## config.mk

```make
export PLATFORM = sky130hd
export DESIGN_NAME = post_div_top
export DESIGN_NICKNAME = d
export VERILOG_FILES = /design/src/post_div_pkg.sv /design/src/post_div_channel.sv /design/src/post_div_top.sv
export SDC_FILE = /design/constraint.sdc
export NUM_CORES = 1
export LEC_CHECK = 0
export ABC_CLOCK_PERIOD_IN_PS = 10450
export BUFFER_PORTS_ARGS = -buffer_cell sky130_fd_sc_hd__buf_2
export CAP_MARGIN = 20
export CORE_UTILIZATION = 51
export CTS_BUF_LIST = sky130_fd_sc_hd__clkbuf_4 sky130_fd_sc_hd__clkbuf_8 sky130_fd_sc_hd__clkbuf_16
export DETAILED_ROUTE_END_ITERATION = 7
export PLACE_DENSITY_LB_ADDON = 0.15
export SYNTH_ARGS = -nofsm -noshare
export SYNTH_HDL_FRONTEND = slang
export SYNTH_SLANG_ARGS = --single-unit
```

## constraint.sdc

```tcl
create_clock -name clk -period 10.45 [get_ports clk]
set_input_delay 2.09 -clock clk [delete_from_list [all_inputs] [get_ports clk]]
set_output_delay 2.09 -clock clk [all_outputs]
set_load 0.05 [all_outputs]
```

## src/post_div_pkg.sv

```systemverilog
// Purpose: shared constants and types for the output post-divider block
// Assumes: APB word index = printed register offset, byte address = 4 * index
// Notes:   24-bit channel words sit in the low bits of the 32-bit data bus
package post_div_pkg;

   ////////////////////////////////////////////////////////////////////////////
   // channel configuration word layout
   typedef struct packed {
      logic [3:0]  shape;                     // all ones = frame pulse
      logic        ptype;                     // 0 mid-pulse, 1 edge boundary
      logic        pol;                       // 1 = inverted pulse
      logic [1:0]  sel;                       // related clock code
      logic [15:0] period;                    // related periods between pulses
   } cfg_t;

   ////////////////////////////////////////////////////////////////////////////
   // register indices, byte address is four times the index
   localparam int          NCH       = 2;                 // channels covered
   localparam logic [7:0]  IDX_S1D   = 8'h95;             // synth1 divider D
   localparam logic [7:0]  IDX_S2A   = 8'h98;             // synth2 divider A
   localparam logic [7:0]  IDX_ROUTE = 8'hC0;             // pin routing bits
   localparam logic [7:0]  IDX_STAT  = 8'hC1;             // block status
   localparam logic [23:0] RST_S1D   = 24'h000032;        // synth1 D reset
   localparam logic [23:0] RST_S2A   = 24'h000000;        // synth2 A reset
   localparam logic [3:0]  SHAPE_FP  = 4'hF;              // frame pulse code
   localparam logic [23:0] MAX_DIV   = 24'hEFFFFF;        // normal ceiling
   localparam logic [1:0]  RSV_S1D   = 2'h3;              // reserved code, 1D
   localparam logic [1:0]  RSV_S2A   = 2'h0;              // reserved code, 2A
   localparam logic [2:0]  ALL_LANES = 3'h7;              // three word bytes

endpackage

```

## src/post_div_channel.sv

```systemverilog
// Purpose: one post-divider output, clock divider or frame pulse generator
// Assumes: vcoTick is a one-cycle enable, related clocks are sync levels
// Notes:   output lags the internal state by one flop stage
module post_div_channel
   import post_div_pkg::*;
#(
   parameter logic [1:0] RSV_SEL = 2'h0       // reserved related-clock code
) (
   input  wire logic       clk,               // system clock
   input  wire logic       rst,               // async reset, active high
   input  wire cfg_t       cfg,               // committed configuration
   input  wire logic       vcoTick,           // one VCO period elapsed
   input  wire logic [3:0] relClk,            // related clocks by code
   input  wire logic       invert,            // routed to configurable pin
   output logic            clkOut             // divided clock or frame pulse
);

   logic [23:0] divCnt_r;                     // VCO tick counter
   logic [15:0] pCnt_r;                       // related period counter
   logic        relPrev_r;                    // related level last cycle
   logic        pulse_r;                      // raw frame pulse
   wire  [23:0] divN    = cfg;                // whole word as divisor
   wire  [23:0] hiLen   = divN - (divN >> 1); // high half, longer when odd
   wire         fpMode  = cfg.shape == SHAPE_FP;
   wire         relLvl  = relClk[cfg.sel];
   wire         rise    = relLvl & ~relPrev_r;
   wire         fall    = ~relLvl & relPrev_r;
   wire         live    = fpMode && cfg.sel != RSV_SEL && cfg.period != 16'h0000;
   wire         divWrap = {1'b0, divCnt_r} + 25'h0000001 >= {1'b0, divN};
   wire         lastCnt = {1'b0, pCnt_r} + 17'h00001 >= {1'b0, cfg.period};
   wire         divClk  = divCnt_r < hiLen;   // 50% duty clock when divN is even

   ////////////////////////////////////////////////////////////////////////////
   // counters and pulse; a stopped related clock just freezes the frame
   always_ff @(posedge clk or posedge rst) begin
      if (rst) begin
         divCnt_r  <= 24'h000000;
         pCnt_r    <= 16'h0000;
         relPrev_r <= 1'b0;
         pulse_r   <= 1'b0;
         clkOut    <= 1'b0;
      end else begin
         relPrev_r <= relLvl;
         if (vcoTick) divCnt_r <= divWrap ? 24'h000000 : divCnt_r + 24'h000001;
         if (rise) pCnt_r <= lastCnt ? 16'h0000 : pCnt_r + 16'h0001;
         if (!live) pulse_r <= 1'b0;
         else if (cfg.ptype) begin
            if (rise) pulse_r <= lastCnt;
         end else begin
            if (fall) pulse_r <= lastCnt;
         end
         clkOut <= fpMode ? pulse_r ^ cfg.pol ^ invert : divClk;
      end
   end
endmodule

```

## src/post_div_top.sv

```systemverilog
// Purpose: APB register file and two post-divider outputs
// Assumes: all inputs synchronous to clk; ticks are one-cycle enables
// Notes:   zero-wait slave, answers one cycle into the access phase
//
// Added by the designer: the APB register port.
module post_div_top
   import post_div_pkg::*;
(
   input  wire logic        clk,              // 200 MHz system clock
   input  wire logic        rst,              // async reset, active high
   input  wire logic        psel,             // APB select
   input  wire logic        penable,          // APB access phase
   input  wire logic        pwrite,           // APB write
   input  wire logic [9:0]  paddr,            // APB byte address
   input  wire logic [31:0] pwdata,           // APB write data
   input  wire logic [3:0]  pstrb,            // APB byte strobes
   output logic      [31:0] prdata,           // APB read data
   output logic             pready,           // APB ready
   output logic             pslverr,          // APB unmapped address
   input  wire logic        vco1Tick,         // synth1 VCO period enable
   input  wire logic        vco2Tick,         // synth2 VCO period enable
   input  wire logic        s1RelA,           // synth1 divider A output
   input  wire logic        s1RelB,           // synth1 divider B output
   input  wire logic        s1RelC,           // synth1 divider C output
   input  wire logic        s2RelB,           // synth2 divider B output
   input  wire logic        s2RelC,           // synth2 divider C output
   input  wire logic        s2RelD,           // synth2 divider D output
   output logic             synth1DivisorD,   // synth1 divider D output
   output logic             synth2DivisorA    // synth2 divider A output
);

   ////////////////////////////////////////////////////////////////////////////
   // address decode
   wire  [7:0]  idx     = paddr[9:2];         // register index
   wire         setup   = psel & ~penable;    // setup phase
   wire         wrEn    = psel & penable & pwrite & pready;
   wire         hitS1D  = idx == IDX_S1D;
   wire         hitS2A  = idx == IDX_S2A;
   wire         hitRte  = idx == IDX_ROUTE;
   wire         hitStat = idx == IDX_STAT;
   wire         mapped  = hitS1D | hitS2A | hitRte | hitStat;

   logic [NCH-1:0][23:0] shadow_r;            // word as software wrote it
   logic [NCH-1:0][2:0]  lanes_r;             // bytes written since commit
   cfg_t [NCH-1:0]       active_r;            // word the divider runs on
   logic [NCH-1:0]       route_r;             // routed to configurable pin
   logic [NCH-1:0]       outs;                // channel outputs
   logic [NCH-1:0]       ticks;               // VCO enables per channel
   logic [NCH-1:0][3:0]  rels;                // related clocks per channel
   logic [NCH-1:0]       hits;                // write hits per channel
   logic [NCH-1:0]       fpMode;              // channel in frame mode
   logic [NCH-1:0]       overMax;             // divisor beyond ceiling

   assign hits  = {hitS2A, hitS1D};
   assign ticks = {vco2Tick, vco1Tick};
   // code 0 of synth2 A and code 3 of synth1 D are reserved, tied low
   assign rels  = {{s2RelD, s2RelC, s2RelB, 1'b0}, {1'b0, s1RelC, s1RelB, s1RelA}};

   ////////////////////////////////////////////////////////////////////////////
   // per-channel byte assembly and commit
   genvar ch;
   genvar b;
   generate
      for (ch = 0; ch < NCH; ch++) begin : g_ch
         localparam logic [23:0] RSTV = (ch == 0) ? RST_S1D : RST_S2A;
         localparam logic [1:0]  RSV  = (ch == 0) ? RSV_S1D : RSV_S2A;
         wire        hitW   = wrEn & hits[ch];
         wire [2:0]  lanesN = lanes_r[ch] | pstrb[2:0];
         logic [23:0] merged;                 // shadow with this write merged

         // only strobed bytes replace their shadow byte
         for (b = 0; b < 3; b++) begin : g_b
            assign merged[8*b +: 8] = pstrb[b] ? pwdata[8*b +: 8] : shadow_r[ch][8*b +: 8];
         end

         assign fpMode[ch]  = active_r[ch].shape == SHAPE_FP;
         assign overMax[ch] = !fpMode[ch] && active_r[ch] > MAX_DIV;

         // a half-written word never reaches the divider
         always_ff @(posedge clk or posedge rst) begin
            if (rst) begin
               shadow_r[ch] <= RSTV;
               lanes_r[ch]  <= 3'h0;
               active_r[ch] <= RSTV;
            end else if (hitW) begin
               shadow_r[ch] <= merged;
               if (lanesN == ALL_LANES) begin
                  active_r[ch] <= merged;
                  lanes_r[ch]  <= 3'h0;
               end else begin
                  lanes_r[ch]  <= lanesN;
               end
            end
         end

         post_div_channel #(.RSV_SEL(RSV)) u_chan (
            .clk     (clk),
            .rst     (rst),
            .cfg     (active_r[ch]),
            .vcoTick (ticks[ch]),
            .relClk  (rels[ch]),
            .invert  (route_r[ch]),
            .clkOut  (outs[ch])
         );
      end
   endgenerate

   ////////////////////////////////////////////////////////////////////////////
   // routing bits and status word
   wire [31:0] status = {20'h00000, overMax, fpMode, lanes_r[1], lanes_r[0], outs};
   wire [31:0] rdMux  = hitS1D ? {8'h00, shadow_r[0]} :
                        hitS2A ? {8'h00, shadow_r[1]} :
                        hitRte ? {30'h00000000, route_r} :
                        hitStat ? status : 32'h00000000;

   // routing register; bits above NCH read as zero
   always_ff @(posedge clk or posedge rst) begin
      if (rst) begin
         route_r <= 2'h0;
      end else if (wrEn && hitRte && pstrb[0]) begin
         route_r <= pwdata[1:0];
      end
   end

   ////////////////////////////////////////////////////////////////////////////
   // APB answer: ready one cycle after setup, dropped after the handshake
   always_ff @(posedge clk or posedge rst) begin
      if (rst) begin
         pready  <= 1'b0;
         pslverr <= 1'b0;
         prdata  <= 32'h00000000;
      end else begin
         pready <= setup;
         if (setup) begin
            pslverr <= ~mapped;
            prdata  <= pwrite ? 32'h00000000 : rdMux;
         end
      end
   end

   ////////////////////////////////////////////////////////////////////////////
   // outputs registered once more so they come straight from flops
   always_ff @(posedge clk or posedge rst) begin
      if (rst) begin
         synth1DivisorD <= 1'b0;
         synth2DivisorA <= 1'b0;
      end else begin
         synth1DivisorD <= outs[0];
         synth2DivisorA <= outs[1];
      end
   end
endmodule

```

==> impl_metrics.csv <==
group,metric,value,unit
final_layout,finalNetCount,2047,
routing,post-route-drc-count,0,
placed_design,placed_area,16800,sq um
setup_path,rr_worst_depth,14,
cts,clkLatencyLatePin,570,ps
synth,yosys.area_share.adder,15.7,%
job,maxCapViolCount,0,
timing,hold_violations,0,
routing,routed_wirelength,41300,um
cts,cts_tree,"yes",
synth,syn_inst,1732,
cts,cts.htree.levels,1,
synth,syn_avg_cell_area,9.35,sq um
setup_path,timing.rr.start,"g_ch[0].u_chan.divCnt_r[2]$_DFFE_PP0P_",
synth,seq_area_frac_synth,33.7,%
final_layout,layout_common_cells,"dfrtp_1, ha_1, a21oi_1, nand2_1, nor2_1",
cts,cts_buffer_depth,3,
cts,cts_root_buf,"clkbuf_16",
final_layout,finalInstanceArea,17800,sq um
synth,synth.distinct_cells,86,
routing,antenna_left,0,
status,status,"finished, final reports clean",
setup_path,crit_type,"register to register",
floorplan,initial_core_util,52.4,%
setup_path,cp-end-kind,"register",
setup_path,cp-start-kind,"register",
synth,synth_area_leaders,"dfrtp_1, ha_1, xnor2_1, a21oi_1, mux2_2",
pwr,p_per_area,136,nW/um^2
timing,rsz0062_at_grt,"false",
worst_hold_path,holdPathEnd,"synth2DivisorA$_DFF_PP0_",
floorplan,die-area,32500,sq um
cts,cts_buffers,26,
global_routing,overflow,0,
synth,synth_seq_cells,218,
setup_path,worst_ep_arrival_time,5180,ps
cts,cts-resized-gates,0,
cts,cts_sinks,218,
timing,fmax,0.213,GHz
worst_hold_path,hp-class,"register to register",
pwr,vdd_drop_max,0.135,mV
floorplan,fp.coreArea,30900,sq um
global_routing,track_usage,25.4,%
timing,setup_viol,0,
setup_path,cp.required,10930,ps
synth,netlist_area,16200,sq um
placed_design,detailed_place_hpwl,31100,um
synth,ys.warnings.count,0,
timing,relSlewSlack,29.1,%
global_routing,antenna_found_initial,3,
synth,synth.largest_area_cell,"dfrtp_1",
global_routing,grt_pass1_wl,66700,um
synth,synth_edf_count,0,
routing,avgRoutedWirePerCell,18.7,um
global_routing,grt_max_degree,103,
timing,setup_tns,0,ps
cts,cts.clk_slew.worst_paths,60,ps
synth,synth-compound-area-share,18.2,%
synth,synthMuxAreaShare,7.15,%
synth,synth-simple-area-share,14.8,%
timing,drv_slew,0,
pwr,p_leak,0.00858,uW
floorplan,rows,64,
worst_hold_path,hp-start,"g_ch[1].u_chan.clkOut$_DFF_PP0_",
floorplan,die_h,180,um
placed_design,place.gp.congestion,0.895,
placed_design,io_buffers,75,
timing,fin_crit,4700,ps
global_routing,grt_pass1_vias,12737,
routing,avgViaCountPerCell,5.93,
setup_path,reg2reg_to,"g_ch[0].u_chan.divCnt_r[21]$_DFFE_PP0P_",
synth,synth_top_cell_area_share,32.8,%
timing,worst_clock_skew,37.5,ps
setup_path,reg2reg_slack,5750,ps
synth,synth_top_family_by_area,"compound AO/OA/AOI/OAI gates",
setup_path,cp_max_fo,28,
floorplan,ioPinCount,95,
final_layout,drive_above_1_share,12.3,%
timing,tightest_slew,1060,ps
worst_hold_path,whs_path_depth,0,
routing,vias,13061,
final_layout,nFillCells,2765,
final_layout,final_common_cell,"dfrtp_1",
timing,post-route-period-util,45.0,%
routing,first_pass_iters,5,
cts,holdBufCountCts,0,
final_layout,syn2layout_area_growth,9.66,%
synth,synth_top_flop_cell,"dfrtp_1",
routing,drt_iter0_markers,824,
synth,synthXorXnorAreaFrac,5.79,%
synth,synthArstFlopShare,100,%
floorplan,die_w,180,um
cts,postCtsSetupBuffers,0,
==> worst max path at each step <==
stage | slack [ps] | from | end | depth (start not counted)
6_report | 5750 | g_ch[0].u_chan.divCnt_r[2]$_DFFE_PP0P_ | g_ch[0].u_chan.divCnt_r[21]$_DFFE_PP0P_ | 14
5_1_grt | 5260 | g_ch[0].u_chan.divCnt_r[2]$_DFFE_PP0P_ | g_ch[0].u_chan.divCnt_r[21]$_DFFE_PP0P_ | 14
4_1_cts | 5800 | g_ch[0].u_chan.divCnt_r[2]$_DFFE_PP0P_ | g_ch[0].u_chan.divCnt_r[21]$_DFFE_PP0P_ | 14
3_5_place_dp | 5820 | paddr[7] | active_r[30]$_DFFE_PP0P_ | 10
3_3_place_gp | 5850 | vco1Tick | g_ch[0].u_chan.divCnt_r[21]$_DFFE_PP0P_ | 8
2_1_floorplan | 2410 | rst | active_r[0]$_DFFE_PP0P_ | 1
==> final cells by class <==
| type | instances | area (sq um) | share of cell area [%] |
|---|---|---|---|
| tap | 396 | 495 | 2.79 |
| antenna | 2 | 5.00 | 0.0282 |
| multi-input combinational | 1350 | 10000 | 56.4 |
| timing repair buffer | 83 | 435 | 2.45 |
| sequential | 218 | 5460 | 30.8 |
| clock buffer | 37 | 764 | 4.30 |
| clock inverter | 11 | 180 | 1.01 |
| inverter | 107 | 409 | 2.30 |
==> sequential cells by signal, summed over array words and instances (netlist names) <==
register               cells
active_r                  48
g_ch.u_chan.divCnt_r      48
shadow_r                  48
g_ch.u_chan.pCnt_r        32
prdata                    24
lanes_r                    6
g_ch.u_chan.clkOut         2
g_ch.u_chan.pulse_r        2
g_ch.u_chan.relPrev_r      2
route_r                    2
pready                     1
pslverr                    1
synth1DivisorD             1
synth2DivisorA             1
==> metal layers <==
layer	vias up	wire, um	track usage [%]
met5	-	10	0
met4	2	851	5.57
met3	64	2200	4.28
met2	298	19300	42.6
met1	6290	18900	34.4
li1	6407	-	-
==> cells by family (layout without fill, tap and decap cells) <==
family | count (synthesis) | in the layout
XOR/XNOR | 107 | 107
other | 1 | 10
AND/OR/NAND/NOR | 481 | 481
AO/OA/AOI/OAI | 443 | 443
flip-flops | 218 | 218
adder cells (fa/ha/maj) | 202 | 202
buffers and inverters | 171 | 238
multiplexers | 109 | 109
==> through the flow <==
step	total power [uW]	hold WS (ps)	utilization [%]	std cells	setup WS (ps)
CTS	2440	418	57.4	2202	5800
floorplan	1310	349	-	1739	2410
detailed placement	1440	408	54.4	2154	5820
finish	2420	401	57.5	2204	5750
global route	2530	421	57.4	2202	5260
global placement	1430	406	54.4	2154	5850
==> power breakdown <==
group	switching, uW	internal, uW
logic	334	202
registers	30.4	867
clock network	376	610
==> critical path: stages (launching register included) <==
cell	delay [ps]
dfrtp_1	480
and3_2	250
and2_1	210
nand4_1	330
nor3_1	520
nand2_1	170
xnor2_1	220
ha_1	270
nor2b_1	140
o21ai_0	150
nand2b_1	80
a211oi_1	270
o21a_1	880
nand2_1	380
o221ai_1	260
==> synthesized netlist by cell type (10+ instances only) <==
| cell | number |
|---|---|
| nor2b_1 | 22 |
| a32o_1 | 26 |
| xnor2_1 | 71 |
| dfrtp_1 | 212 |
| o21ai_0 | 106 |
| ha_1 | 200 |
| nand4_1 | 29 |
| a21o_1 | 45 |
| clkbuf_1 | 28 |
| buf_2 | 16 |
| inv_1 | 107 |
| nand2b_1 | 27 |
| mux2i_1 | 56 |
| nor2_1 | 120 |
| xor2_1 | 36 |
| o211ai_1 | 10 |
| nand3_1 | 59 |
| a22oi_1 | 14 |
| a21oi_1 | 120 |
| and3_1 | 25 |
| mux2_2 | 53 |
| a31oi_1 | 24 |
| nand2_1 | 120 |
| nor3_1 | 21 |
| buf_4 | 15 |
| or3_1 | 10 |
| o21a_1 | 11 |
Note: power is estimated with default switching activity, not from simulation.
